<file path="config.mk">
export PLATFORM = sky130hd
export DESIGN_NAME = cbc_bus_control
export DESIGN_NICKNAME = d
export VERILOG_FILES = /design/src/cbc_pkg.sv /design/src/cbc_bus_control.sv
export VERILOG_INCLUDE_DIRS = /design/src
export SDC_FILE = /design/constraint.sdc
export NUM_CORES = 1
export LEC_CHECK = 0
export ABC_AREA = 1
export BUFFER_PORTS_ARGS = -buffer_cell sky130_fd_sc_hd__clkbuf_2
export CORE_MARGIN = 3
export CORE_UTILIZATION = 45
export CTS_CLUSTER_SIZE = 30
export DETAILED_ROUTE_END_ITERATION = 8
export PLACE_DENSITY = 0.69
export SLEW_MARGIN = 20
export SYNTH_ARGS = -nofsm -noshare
export SYNTH_HDL_FRONTEND = slang
export SYNTH_SLANG_ARGS = --single-unit
</file>
<file path="constraint.sdc">
create_clock -name clk_sys -period 1.9 [get_ports clk_sys]
set_input_delay 0.19 -clock clk_sys [delete_from_list [all_inputs] [get_ports clk_sys]]
set_output_delay 0.19 -clock clk_sys [all_outputs]
set_load 0.03 [all_outputs]
</file>
<file path="src/cbc_defines.svh">
`ifndef CBC_DEFINES_SVH
`define CBC_DEFINES_SVH

// Bus geometry
`define CBC_ADDR_W 32
`define CBC_DATA_W 32
`define CBC_PAGE_LSB 8
`define CBC_CNT_W 2

// Datum counts, stored as count minus one
`define CBC_CNT_BLOCK 2'h3
`define CBC_CNT_SINGLE 2'h0

// Reset values
`define CBC_ADDR_RST 32'h0000_0000
`define CBC_DATA_RST 32'h0000_0000

`endif

</file>
<file path="src/cbc_pkg.sv">
package cbc_pkg;

   typedef enum logic [4:0] {
      CBC_IDLE    = 5'b00001,
      CBC_ADDR    = 5'b00010,
      CBC_DATA    = 5'b00100,
      CBC_GRANTED = 5'b01000,
      CBC_RECLAIM = 5'b10000
   } cbc_state_t;

   typedef logic [1:0] cbc_cnt_t;

endpackage

</file>
<file path="src/cbc_bus_control.sv">
`timescale 1ns/1ps
`include "cbc_defines.svh"

// Function
// - Block-fetch flag only on cache-miss four-word reads
// - Every icache miss; dcache miss only if refill4
// - Same-page flag on back-to-back writes, same page
// - Read indicator active through each read
// - Write indicator active through each write
// - Write ack advances datum or ends cycle
// - Read ack lets core consume the data
// - Latch enable captures bus into read buffer
// - Reference clock out; bus logic steps on it
// - Request from master releases bus outputs
// - Grant asserted once bus is released
// - Early grant negation, wait for request drop
// - Mode bits pick condition input or strobe
// - Pin three feeds condition input three
// - Pin two feeds condition input two
// - Condition inputs pass through a synchroniser
// - Transfer-phase strobe in second cycle, per config
// - Stretched enable holds half cycle after indicator
// - Active-low strobe pulses per datum, per config
// - Data refill one or four words, icache four
module cbc_bus_control (
   input wire logic clk_sys,
   input wire logic rstn,
   input wire logic req_valid,
   input wire logic req_write,
   input wire logic req_icache_miss,
   input wire logic req_dcache_miss,
   input wire logic [`CBC_ADDR_W-1:0] req_addr,
   input wire cbc_pkg::cbc_cnt_t req_narrow_cnt,
   output logic req_taken,
   output logic xfer_done,
   output logic [`CBC_DATA_W-1:0] read_buffer_data,
   output logic read_buffer_valid,
   input wire logic cfg_dcache_refill4,
   input wire logic cfg_early_reclaim_en,
   input wire logic core_reclaim,
   input wire logic cfg_pin3_strobe_mode,
   input wire logic cfg_pin2_strobe_mode,
   input wire logic cfg_io_strobe_rd,
   input wire logic cfg_io_strobe_wr,
   input wire logic cfg_ext_en_rd,
   input wire logic cfg_ext_en_wr,
   input wire logic cfg_mem_strobe_rd,
   input wire logic cfg_mem_strobe_wr,
   input wire logic ack,
   input wire logic read_buffer_latch_enable,
   input wire logic [`CBC_DATA_W-1:0] ad_in,
   input wire logic external_master_request,
   output logic external_master_grant,
   output logic bus_out_en,
   output logic system_reference_clock,
   output logic rd_n,
   output logic wr_n,
   output logic burst_near_n,
   output logic per_datum_strobe_n,
   input wire logic cond_input_three_in,
   output logic cond_input_three_out,
   output logic cond_input_three_oe,
   input wire logic cond_input_two_in,
   output logic cond_input_two_out,
   output logic cond_input_two_oe,
   output logic [3:2] coprocessor_condition
);
   import cbc_pkg::*;

   function automatic logic dir_sel(input logic is_wr, input logic en_rd, input logic en_wr);
      dir_sel = is_wr ? en_wr : en_rd;
   endfunction

   ////////////////////////////////////////////////////////////////////////
   // Reference clock divider

   logic system_reference_clock_reg;
   logic system_reference_clock_next;
   logic tick;

   always_comb begin
      system_reference_clock_next = ~system_reference_clock_reg;
   end

   // Bus state only moves at the rising edge of the reference clock
   assign tick = ~system_reference_clock_reg;

   always_ff @(posedge clk_sys or negedge rstn) begin
      if (!rstn) begin
         system_reference_clock_reg <= 1'b0;
      end else begin
         system_reference_clock_reg <= system_reference_clock_next;
      end
   end

   ////////////////////////////////////////////////////////////////////////
   // Transfer and arbitration state

   cbc_state_t state_reg;
   cbc_state_t state_next;
   logic is_wr_reg;
   logic is_wr_next;
   cbc_cnt_t cnt_reg;
   cbc_cnt_t cnt_next;
   logic [`CBC_ADDR_W-1:0] last_wr_addr_reg;
   logic [`CBC_ADDR_W-1:0] last_wr_addr_next;
   logic last_was_wr_reg;
   logic last_was_wr_next;
   logic flag_reg;
   logic flag_next;
   logic second_reg;
   logic second_next;
   logic gap_reg;
   logic gap_next;
   logic taken_next;
   logic done_next;
   logic block_fetch;
   logic same_page;

   always_comb begin
      // Refill size only matters for data misses; icache is always four
      block_fetch = ~req_write &
                    (req_icache_miss | (req_dcache_miss & cfg_dcache_refill4));
      same_page = req_write & last_was_wr_reg &
                  (req_addr[`CBC_ADDR_W-1:`CBC_PAGE_LSB] ==
                   last_wr_addr_reg[`CBC_ADDR_W-1:`CBC_PAGE_LSB]);
      state_next = state_reg;
      is_wr_next = is_wr_reg;
      cnt_next = cnt_reg;
      last_wr_addr_next = last_wr_addr_reg;
      last_was_wr_next = last_was_wr_reg;
      flag_next = flag_reg;
      second_next = second_reg;
      gap_next = 1'b0;
      taken_next = 1'b0;
      done_next = 1'b0;
      if (tick) begin
         unique case (state_reg)
            CBC_IDLE: begin
               if (external_master_request) begin
                  state_next = CBC_GRANTED;
               end else if (req_valid) begin
                  state_next = CBC_ADDR;
                  taken_next = 1'b1;
                  is_wr_next = req_write;
                  flag_next = req_write ? same_page : block_fetch;
                  if (req_write) begin
                     cnt_next = req_narrow_cnt;
                     last_wr_addr_next = req_addr;
                  end else begin
                     cnt_next = block_fetch ? `CBC_CNT_BLOCK : req_narrow_cnt;
                  end
                  last_was_wr_next = req_write;
               end
            end
            CBC_ADDR: begin
               state_next = CBC_DATA;
               second_next = 1'b1;
            end
            CBC_DATA: begin
               second_next = 1'b0;
               if (ack) begin
                  if (cnt_reg != `CBC_CNT_SINGLE) begin
                     cnt_next = cnt_reg - 2'h1;
                     gap_next = 1'b1;
                  end else begin
                     state_next = CBC_IDLE;
                     done_next = 1'b1;
                     flag_next = 1'b0;
                  end
               end
               // No ack: stay here, each reference cycle is a wait
            end
            CBC_GRANTED: begin
               if (!external_master_request) begin
                  state_next = CBC_IDLE;
               end else if (cfg_early_reclaim_en && core_reclaim) begin
                  state_next = CBC_RECLAIM;
               end
            end
            CBC_RECLAIM: begin
               // Bus stays released until the master lets go
               if (!external_master_request) begin
                  state_next = CBC_IDLE;
               end
            end
         endcase
      end else begin
         // Mini-burst gap spans one full reference cycle
         gap_next = gap_reg;
      end
   end

   always_ff @(posedge clk_sys or negedge rstn) begin
      if (!rstn) begin
         state_reg <= CBC_IDLE;
         is_wr_reg <= 1'b0;
         cnt_reg <= `CBC_CNT_SINGLE;
         last_wr_addr_reg <= `CBC_ADDR_RST;
         last_was_wr_reg <= 1'b0;
         flag_reg <= 1'b0;
         second_reg <= 1'b0;
         gap_reg <= 1'b0;
      end else begin
         state_reg <= state_next;
         is_wr_reg <= is_wr_next;
         cnt_reg <= cnt_next;
         last_wr_addr_reg <= last_wr_addr_next;
         last_was_wr_reg <= last_was_wr_next;
         flag_reg <= flag_next;
         second_reg <= second_next;
         gap_reg <= gap_next;
      end
   end

   ////////////////////////////////////////////////////////////////////////
   // Bus control outputs

   logic in_xfer_next;
   logic rd_act_next;
   logic wr_act_next;
   logic rd_n_next;
   logic wr_n_next;
   logic burst_near_n_next;
   logic mem_n_next;
   logic io_next;
   logic ext_next;
   logic grant_next;
   logic oe_next;
   logic io_reg;
   logic ext_reg;

   always_comb begin
      in_xfer_next = (state_next == CBC_ADDR) | (state_next == CBC_DATA);
      rd_act_next = in_xfer_next & ~is_wr_next;
      wr_act_next = in_xfer_next & is_wr_next;
      rd_n_next = ~rd_act_next;
      wr_n_next = ~wr_act_next;
      burst_near_n_next = ~(in_xfer_next & flag_next);
      mem_n_next = ~((state_next == CBC_DATA) & ~gap_next &
                     dir_sel(is_wr_next, cfg_mem_strobe_rd, cfg_mem_strobe_wr));
      io_next = second_next & (state_next == CBC_DATA) &
                dir_sel(is_wr_next, cfg_io_strobe_rd, cfg_io_strobe_wr);
      // One clk_sys cycle past the indicator is half a reference cycle
      ext_next = dir_sel(is_wr_next, cfg_ext_en_rd, cfg_ext_en_wr) & in_xfer_next |
                 dir_sel(is_wr_reg, cfg_ext_en_rd, cfg_ext_en_wr) & (~rd_n | ~wr_n);
      // Grant follows the release by one clk_sys cycle, so never overlaps drive
      grant_next = (state_reg == CBC_GRANTED) & (state_next == CBC_GRANTED);
      oe_next = (state_next != CBC_GRANTED) & (state_next != CBC_RECLAIM);
   end

   always_ff @(posedge clk_sys or negedge rstn) begin
      if (!rstn) begin
         rd_n <= 1'b1;
         wr_n <= 1'b1;
         burst_near_n <= 1'b1;
         per_datum_strobe_n <= 1'b1;
         io_reg <= 1'b0;
         ext_reg <= 1'b0;
         external_master_grant <= 1'b0;
         bus_out_en <= 1'b1;
         system_reference_clock <= 1'b0;
         req_taken <= 1'b0;
         xfer_done <= 1'b0;
      end else begin
         rd_n <= rd_n_next;
         wr_n <= wr_n_next;
         burst_near_n <= burst_near_n_next;
         per_datum_strobe_n <= mem_n_next;
         io_reg <= io_next;
         ext_reg <= ext_next;
         external_master_grant <= grant_next;
         bus_out_en <= oe_next;
         system_reference_clock <= system_reference_clock_next;
         req_taken <= taken_next;
         xfer_done <= done_next;
      end
   end

   ////////////////////////////////////////////////////////////////////////
   // Read buffer capture

   logic [`CBC_DATA_W-1:0] rbuf_next;
   logic rbuf_valid_next;

   always_comb begin
      rbuf_next = read_buffer_data;
      rbuf_valid_next = 1'b0;
      if (tick && state_reg == CBC_DATA && !is_wr_reg && read_buffer_latch_enable) begin
         rbuf_next = ad_in;
         rbuf_valid_next = 1'b1;
      end
   end

   always_ff @(posedge clk_sys or negedge rstn) begin
      if (!rstn) begin
         read_buffer_data <= `CBC_DATA_RST;
         read_buffer_valid <= 1'b0;
      end else begin
         read_buffer_data <= rbuf_next;
         read_buffer_valid <= rbuf_valid_next;
      end
   end

   ////////////////////////////////////////////////////////////////////////
   // Multi-function pins

   logic c3_s1_reg;
   logic c3_s2_reg;
   logic c2_s1_reg;
   logic c2_s2_reg;
   logic [3:2] cond_next;
   logic p3_out_next;
   logic p2_out_next;

   always_comb begin
      // Strobe-mode pins read as false so stale levels cannot steer branches
      cond_next[3] = ~cfg_pin3_strobe_mode & c3_s2_reg;
      cond_next[2] = ~cfg_pin2_strobe_mode & c2_s2_reg;
      p3_out_next = cfg_pin3_strobe_mode & io_next;
      p2_out_next = cfg_pin2_strobe_mode & ext_next;
   end

   always_ff @(posedge clk_sys or negedge rstn) begin
      if (!rstn) begin
         c3_s1_reg <= 1'b0;
         c3_s2_reg <= 1'b0;
         c2_s1_reg <= 1'b0;
         c2_s2_reg <= 1'b0;
         coprocessor_condition <= 2'h0;
         cond_input_three_out <= 1'b0;
         cond_input_three_oe <= 1'b0;
         cond_input_two_out <= 1'b0;
         cond_input_two_oe <= 1'b0;
      end else begin
         c3_s1_reg <= cond_input_three_in;
         c3_s2_reg <= c3_s1_reg;
         c2_s1_reg <= cond_input_two_in;
         c2_s2_reg <= c2_s1_reg;
         coprocessor_condition <= cond_next;
         cond_input_three_out <= p3_out_next;
         cond_input_three_oe <= cfg_pin3_strobe_mode & oe_next;
         cond_input_two_out <= p2_out_next;
         cond_input_two_oe <= cfg_pin2_strobe_mode & oe_next;
      end
   end

endmodule

</file>
==> flow_metrics.env, run 1 <==
export IMPL_synth_area_leaders="dfrtp_1, nand2_1, dfstp_2"
export IMPL_status="finished clean"
export IMPL_fmax_mhz=548
export IMPL_nFillCells=767
export IMPL_diodes=0
export IMPL_min_from="ad_in[21]"
export IMPL_rsz0062_at_grt="yes"
export IMPL_first_pass_iters=5
export IMPL_finalSetupViolations=0
export IMPL_maxSlewHeadroom_pct=65.2
export IMPL_viasPerCell=4.81
export IMPL_slew_violations=0
export IMPL_insertion_delay_ns=0.36
export IMPL_core_um2=8380
export IMPL_synth_top_cell_by_area="dfrtp_1"
export IMPL_crit_type="flip-flop to flip-flop"
export IMPL_synth_area_per_cell_um2=8.46
export IMPL_num_rows=33
export IMPL_ys_ff_latch=88
export IMPL_synthToLayoutAreaGrowth_pct=28.8
export IMPL_start_util_pct=47.2
export IMPL_r2r_start="state_reg[0]"
export IMPL_leakagePower_uw=0.00283
export IMPL_worstMarginPinSlew_ns=0.523
export IMPL_ios=136
export IMPL_crit_path_top_delay_cell="dfstp_2"
export IMPL_fin_tns_setup_ns=0
export IMPL_ys_warnings_count=0
export IMPL_numCtsBuffers=9
export IMPL_crit_family="simple AND/OR/NAND/NOR gates"
export IMPL_arrival_ns=2.11
export IMPL_worst_endpoint_required_ns=2.18
export IMPL_crit_path_start="state_reg[0]"
export IMPL_worst_path_buf_inv=0
export IMPL_layout_drive_gt1_share_pct=32.7
export IMPL_route_vias_total=3471
export IMPL_hold_viol=0
export IMPL_hp_class="input pin to flip-flop"
export IMPL_synth_cell_type_count=36
export IMPL_cts_tree="done"
export IMPL_path_clk_slew_ns=0.10
export IMPL_synthCells=468
export IMPL_grt_use_total_pct=19.4
export IMPL_synth_area_um2=3960
export IMPL_synth_seq_area_share_pct=55.8
export IMPL_path_common_cell="nand2_2"
export IMPL_ant_nets=0
export IMPL_die_h_um=99.8
export IMPL_place_congestion=0.833
export IMPL_wire_per_inst_um=12.9
export IMPL_grt_pass1_wl_um=15500
export IMPL_max_cap_violations=0
export IMPL_grt_pass1_vias=3352
export IMPL_numClockSinks=88
export IMPL_routed_wl_um=9330
export IMPL_synth_top_cell_area_share_pct=51.8
export IMPL_crit_fanout=8
export IMPL_synth_net_count=557
export IMPL_grt_max_degree=44
export IMPL_hpwl_um=6850
export IMPL_antenna_found_initial=0
export IMPL_skew_ns=0.0115
export IMPL_slowest_delay_ns=0.60
export IMPL_nNetsFinal=701
export IMPL_grt_ovfl_total=0
export IMPL_power_density_nw_per_um2=1250
export IMPL_critPathLaunchType="flip-flop"
export IMPL_r2r_setup_slack_ns=0.07
export IMPL_drc_errors=0
export IMPL_ir_drop_uv=569
export IMPL_end_kind="flip-flop"
export IMPL_die_area_um2=9960
export IMPL_htreeDepth=3
export IMPL_largest_register_ffs=32
export IMPL_period_needed_ns=1.83
export IMPL_initialDrtViolationCount=98
export IMPL_crit_chain="nor2_4, nand2_2, nor2_4, nor2_2, nand3_1, nand2_1, nand2_1, nand2_2, nand3_2, nand2_2, nand3_1, a21oi_2"
export IMPL_cts_root_buffer="clkbuf_8"
export IMPL_fin_crit_sh_pct=96.1
export IMPL_fp_dieW_um=99.8
export IMPL_hold_slack_ns=0.0227
export IMPL_cts_buffer_depth=2
export IMPL_io_buffers=127
==> cell usage in the layout, fill, tap and decap left out, types with 6 or more instances in the layout <==
master	count
clkbuf_8	9
o21ai_0	28
nor2_4	6
dfstp_2	6
dfrtp_1	78
a21oi_1	7
nand2_2	10
clkbuf_2	126
nand2_1	183
nor2_1	22
inv_1	40
buf_4	11
nand3_1	18
nand4_1	6
==> worst min-delay path, delay by kind of cell <==
family	cells	cell delay, ns
simple gates	2	0.09
buf+inv	1	0.07
==> path summary, 6_finish.rpt <==
kind	endpoint	cells past startpoint
max	cond_input_two_out	12
min	read_buffer_data[21]	3
max reg2reg	cond_input_two_out	12
min reg2reg	c2_s2_reg	0
max in group asynchronous	wr_n	3
min in group asynchronous	external_master_grant	2
==> report_power, final <==
part           internal, µW  switching [µW]
clock network           625             722
registers              2420             346
logic                   783            1490
total                  3830            2560
==> cells in the mapped netlist, drive strengths merged <==
cell type / number
o22ai: 4
o21ai: 30
inv: 44
xnor2: 4
xor2: 2
nor3: 5
clkinv: 1
dfstp: 6
nand2: 193
a21oi: 9
o2111ai: 4
nor2: 31
dfrtp: 82
a21boi: 1
ha: 1
mux2: 6
buf: 6
o211ai: 1
a31oi: 1
nand4: 6
or2: 1
nand3: 21
clkbuf: 6
a211oi: 2
o21bai: 1
==> final cells by class <==
| class | count | area [µm²] | share of cell area (%) |
|---|---|---|---|
| inverter | 45 | 169 | 3.31 |
| clock inverter | 7 | 77.6 | 1.52 |
| timing repair buffer | 145 | 823 | 16.1 |
| tap | 105 | 131 | 2.58 |
| sequential | 88 | 2210 | 43.4 |
| multi-input combinational | 323 | 1560 | 30.6 |
| clock buffer | 9 | 124 | 2.43 |
==> per-stage QoR <==
stage          utilization, %  power, µW  instances  cell area, µm²  setup slack, ns
6_report                 60.8       6390        722            5100           0.0738
5_1_grt                  60.8       6830        722            5100          -0.0565
4_1_cts                  59.9       6350        717            5020           0.0308
3_5_place_dp             56.9       4980        696            4770           0.0675
3_3_place_gp             56.9       4910        696            4770            0.105
2_1_floorplan               -       4290        468            3960            0.118
==> per-layer routing <==
| layer | part of all wire [%] | up-vias | global-route usage (%) |
|---|---|---|---|
| met5 | 0 | - | 0 |
| met4 | 1.2 | 0 | 7.14 |
| met3 | 8.8 | 11 | 6.25 |
| met2 | 45 | 125 | 29.4 |
| met1 | 45 | 1571 | 26.2 |
| li1 | - | 1764 | - |
==> what timing repair did <==
| item | CTS | global route |
|---|---|---|
| endpoints found under the hold margin | 38 | 0 |
| hold buffers | 5 | 0 |
| resized for setup | 0 | 13 |
| buffers inserted | 0 | 5 |
| setup endpoints to repair | 0 | 8 |
==> logic make-up (layout without fill, tap and decap cells) <==
group                    after synthesis  after routing  synth area share (%)
AND/OR/NAND/NOR                      257            257                  27.5
multiplexers                           6              6                  1.71
adder cells (fa/ha/maj)                1              1                 0.316
buffers and inverters                 57            206                  5.66
XOR/XNOR                               6              6                  1.33
flip-flops                            88             88                  55.8
AO/OA/AOI/OAI                         53             53                  7.74
No activity file was read; power rests on OpenSTA's default activity.
==> run 2, diff against run 1 <==
- clock period: 1.9 -> 2.2 ns (I/O delays scaled with it)
==> flow_metrics.env, run 2 (same netlist as run 1, synthesis figures left out) <==
export IMPL_power_density_nw_per_um2=1100
export IMPL_place_congestion=0.844
export IMPL_max_cap_violations=0
export IMPL_arrival_ns=2.17
export IMPL_most_common_layout_cells="nand2_1, clkbuf_2, dfrtp_1"
export IMPL_layout_drive_gt1_share_pct=29.8
export IMPL_crit_fanout=8
export IMPL_viasPerCell=4.81
export IMPL_dpl_cell_area_um2=4710
export IMPL_timing_rr_end="cond_input_two_out"
export IMPL_maxSlewHeadroom_pct=61.7
export IMPL_grt_pass1_vias=3311
export IMPL_rsz0062_at_grt="no"
export IMPL_cts_resized_gates=0
export IMPL_hold_viol=0
export IMPL_num_rows=33
export IMPL_start_util_pct=47.2
export IMPL_worstMarginPinSlew_ns=0.574
export IMPL_insertion_delay_ns=0.34
export IMPL_fin_crit_sh_pct=86.2
export IMPL_switchingPower_uw=2120
export IMPL_status="finished clean"
export IMPL_r2r_start="state_reg[0]"
export IMPL_fin_util_pct=59.1
export IMPL_route_vias_total=3413
export IMPL_crit_type="flip-flop to flip-flop"
export IMPL_antenna_found_initial=0
export IMPL_period_needed_ns=1.90
export IMPL_largest_register_ffs=32
export IMPL_cts_tree="done"
export IMPL_end_kind="flip-flop"
export IMPL_fp_dieW_um=99.8
export IMPL_nNetsFinal=689
export IMPL_drc_errors=0
export IMPL_path_clk_slew_ns=0.09
export IMPL_core_um2=8380
export IMPL_die_h_um=99.8
export IMPL_io_buffers=127
export IMPL_ant_nets=0
export IMPL_p_int_uw=3320
export IMPL_routed_wl_um=9000
export IMPL_dp_cells=691
export IMPL_fin_cells=710
export IMPL_wire_per_inst_um=12.7
export IMPL_htreeDepth=3
export IMPL_rr_worst_depth=10
export IMPL_diodes=0
export IMPL_fmax_mhz=527
export IMPL_nFillCells=782
export IMPL_leakagePower_uw=0.00277
export IMPL_hold_slack_ns=0.0284
export IMPL_comb_power_share_pct=34.4
export IMPL_pwr_share_clk_pct=21.7
export IMPL_skew_ns=0.0118
export IMPL_ios=136
export IMPL_cts_root_buffer="clkbuf_8"
export IMPL_grt_max_degree=46
export IMPL_fin_tns_setup_ns=0
export IMPL_hpwl_um=6730
export IMPL_worst_endpoint_required_ns=2.47
export IMPL_cts_buffer_depth=2
export IMPL_die_area_um2=9960
export IMPL_grt_pass1_wl_um=15200
export IMPL_first_pass_iters=5
export IMPL_grt_ovfl_total=0
export IMPL_numClockSinks=88
export IMPL_critPathLaunchType="flip-flop"
export IMPL_layout_commonest_cell="nand2_1"
export IMPL_fin_area_um2=4950
export IMPL_whs_path_depth=2
export IMPL_r2r_setup_slack_ns=0.30
export IMPL_seqPwrFrac_pct=43.9
export IMPL_slew_violations=0
export IMPL_grt_use_total_pct=18.9
export IMPL_ir_drop_uv=569
export IMPL_finalSetupViolations=0
export IMPL_synthToLayoutAreaGrowth_pct=25.1
export IMPL_min_from="cfg_pin2_strobe_mode"
export IMPL_holdPathEnd="coprocessor_condition[2]"
export IMPL_hp_class="input pin to flip-flop"
export IMPL_initialDrtViolationCount=110
export IMPL_numCtsBuffers=9
export IMPL_swShare_pct=39.0
run 2: changes by cell type in the layout (fill, tap and decap cells not counted), moves of 3 or more:
cell	before	now
nand2_1	183	186
buf_4	11	3
dfrtp_2	4	0
nand2_2	10	7
dfrtp_1	78	82
inv_6	4	1
run 2: how the worst max path moves through the flow:
stage	startpoint	endpoint	slack, ns	cells after the start
2_1_floorplan	system_reference_clock	last_wr_addr_reg[16]	0.42	7
3_3_place_gp	state_reg[0]	cond_input_two_out	0.38	10
3_5_place_dp	state_reg[0]	cond_input_two_out	0.36	10
4_1_cts	state_reg[0]	cond_input_two_out	0.31	10
5_1_grt	cnt_reg[0]	cond_input_two_out	0.06	11
6_report	state_reg[0]	cond_input_two_out	0.30	10
run 2: cell type report:
cell class | count | area (µm²) | area share [%]
multi-input cells | 323 | 1530 | 30.8
clock inverters | 5 | 63.8 | 1.29
well taps | 105 | 131 | 2.65
clock buffers | 11 | 151 | 3.06
inverters | 45 | 169 | 3.41
flip-flops and latches | 88 | 2210 | 44.6
repair buffers | 133 | 703 | 14.2
run 2: repair_timing:
action | CTS | global route
hold buffers | 3 | 0
endpoints found under the hold margin | 40 | 0
setup buffers | 0 | 0
run 2: through the flow:
step | setup slack [ns] | power (µW)
after floorplan | 0.418 | 3710
after global placement | 0.382 | 4220
after detailed placement | 0.357 | 4290
after CTS | 0.313 | 5490
after global routing | 0.0596 | 5840
final | 0.304 | 5440
run 2: power by group through the flow:
stage / combinational (µW) / clock, µW / sequential [µW]
after floorplan: 928 / 0 / 2780
after global placement: 1840 / 0 / 2380
after detailed placement: 1890 / 0 / 2410
after CTS: 1890 / 1210 / 2390
after global routing: 2100 / 1290 / 2450
final: 1870 / 1180 / 2390
run 2: critical path: stages (launching register included):
cell,delay (ns)
dfstp_2,0.62
nor2_4,0.09
nand3_2,0.12
inv_1,0.06
nand2_1,0.05
nand4_1,0.08
a21oi_1,0.29
nand3_1,0.17
nand2_2,0.12
nand3_1,0.09
a21oi_2,0.14
run 2: routing by layer:
| layer | vias to the layer above | track usage, % | routed length, µm |
|---|---|---|---|
| li1 | 1747 | - | - |
| met1 | 1554 | 25.9 | 4010 |
| met2 | 106 | 29.2 | 4120 |
| met3 | 6 | 6.18 | 795 |
| met4 | 0 | 4.41 | 74 |
| met5 | - | 0 | 0 |
==> run 3, diff against run 2 <==
- PLACE_DENSITY: 0.69 -> 0.73
==> flow_metrics.env, run 3 (same netlist as run 1, synthesis figures left out) <==
export IMPL_num_rows=33
export IMPL_numClockSinks=88
export IMPL_wl_met3_um=848
export IMPL_place_congestion=0.876
export IMPL_ir_drop_uv=573
export IMPL_antenna_found_initial=0
export IMPL_postCtsSetupBuffers=0
export IMPL_fin_util_pct=59.0
export IMPL_crit_type="flip-flop to flip-flop"
export IMPL_initialDrtViolationCount=124
export IMPL_insertion_delay_ns=0.35
export IMPL_routed_wl_um=9120
export IMPL_ios=136
export IMPL_synthToLayoutAreaGrowth_pct=24.8
export IMPL_viasPerCell=4.82
export IMPL_layout_drive_gt1_share_pct=29.7
export IMPL_cts_root_buffer="clkbuf_8"
export IMPL_fp_dieW_um=99.8
export IMPL_end_kind="flip-flop"
export IMPL_power_density_nw_per_um2=1090
export IMPL_hp_class="input pin to flip-flop"
export IMPL_rsz0062_at_grt="no"
export IMPL_layout_commonest_cell="nand2_1"
export IMPL_drc_errors=0
export IMPL_arrival_ns=2.11
export IMPL_hpwl_um=6860
export IMPL_finalSetupViolations=0
export IMPL_grt_pass1_vias=3423
export IMPL_cts_tree="done"
export IMPL_dp_slack_ns=0.352
export IMPL_die_area_um2=9960
export IMPL_diodes=0
export IMPL_hold_slack_ns=0.0324
export IMPL_numCtsBuffers=9
export IMPL_crit_fanout=43
export IMPL_dpl_cell_area_um2=4720
export IMPL_fin_crit_sh_pct=84.7
export IMPL_period_needed_ns=1.86
export IMPL_path_clk_slew_ns=0.10
export IMPL_skew_ns=0.0155
export IMPL_route_vias_total=3430
export IMPL_wl_met2_um=4200
export IMPL_maxSlewHeadroom_pct=66.0
export IMPL_worst_slack_ns=0.336
export IMPL_status="finished clean"
export IMPL_worstMarginPinSlew_ns=0.510
export IMPL_fin_tns_setup_ns=0
export IMPL_fmax_mhz=536
export IMPL_max_cap_violations=0
export IMPL_top_layer="met4"
export IMPL_grt_max_degree=44
export IMPL_wire_per_inst_um=12.8
export IMPL_slew_violations=0
export IMPL_grt_ovfl_total=0
export IMPL_first_pass_iters=4
export IMPL_ant_nets=0
export IMPL_largest_register_ffs=32
export IMPL_cts_resized_gates=0
export IMPL_io_buffers=127
export IMPL_core_um2=8380
export IMPL_drt_met1_wl_um=3990
export IMPL_hold_viol=0
export IMPL_start_util_pct=47.2
export IMPL_nFillCells=789
export IMPL_critPathLaunchType="flip-flop"
export IMPL_die_h_um=99.8
export IMPL_cts_buffer_depth=2
export IMPL_leakagePower_uw=0.00276
export IMPL_most_common_layout_cells="nand2_1, clkbuf_2, dfrtp_1"
export IMPL_worst_endpoint_required_ns=2.44
export IMPL_nNetsFinal=690
export IMPL_fin_area_um2=4940
export IMPL_grt_pass1_wl_um=15600
export IMPL_grt_use_total_pct=19.4
export IMPL_htreeDepth=3
## run 3: cell types whose count changed in the layout (fill, tap and decap cells not counted)
cell	before	now
buf_4	3	4
clkbuf_1	0	1
clkbuf_8	11	9
clkinv_4	2	1
clkinv_2	0	1
inv_6	1	2
## run 3: metrics by stage
| step | total power, µW | instances |
|---|---|---|
| floorplan | 3710 | 468 |
| global placement | 4230 | 692 |
| detailed placement | 4310 | 692 |
| CTS | 5460 | 711 |
| global route | 5810 | 711 |
| finish | 5410 | 711 |
## run 3: metal layers
layer / vias up / track usage, %
li1: 1741 / -
met1: 1562 / 25.6
met2: 121 / 30.7
met3: 6 / 6.46
met4: 0 / 5.67
met5: - / 0
## run 3: worst paths after layout
path                       cells past startpoint  slack, ns            startpoint                       end
max                                            6       0.34          state_reg[3]      last_wr_addr_reg[16]
min                                            2       0.03  cfg_pin2_strobe_mode  coprocessor_condition[2]
max reg2reg                                    6       0.34          state_reg[3]      last_wr_addr_reg[16]
min reg2reg                                    0       0.35             c2_s1_reg                 c2_s2_reg
max in group asynchronous                      3       1.24                  rstn                bus_out_en
min in group asynchronous                      2       0.26                  rstn     external_master_grant
## run 3: power breakdown
part	switching [µW]	internal, µW
logic	1250	636
clock network	595	534
registers	301	2090
## run 3: cell type report
| class | instances | area (µm²) | area share, % |
|---|---|---|---|
| clock buffer | 10 | 128 | 2.58 |
| clock inverter | 6 | 68.8 | 1.39 |
| inverter | 45 | 169 | 3.42 |
| multi-input combinational | 323 | 1530 | 30.9 |
| sequential | 88 | 2210 | 44.7 |
| tap | 105 | 131 | 2.66 |
| timing repair buffer | 134 | 711 | 14.4 |
## run 3: timing repair
action                     in CTS  in global routing
hold endpoints to repair       35                  0
hold buffers                    3                  0
setup endpoints to repair       0                  0
## run 3: critical path, cell delays in order (launching register included)
cell	delay (ns)
dfrtp_1	0.46
nor2_4	0.20
nand4_1	0.18
nor2_4	0.20
nand2_2	0.09
buf_4	0.26
mux2_1	0.36
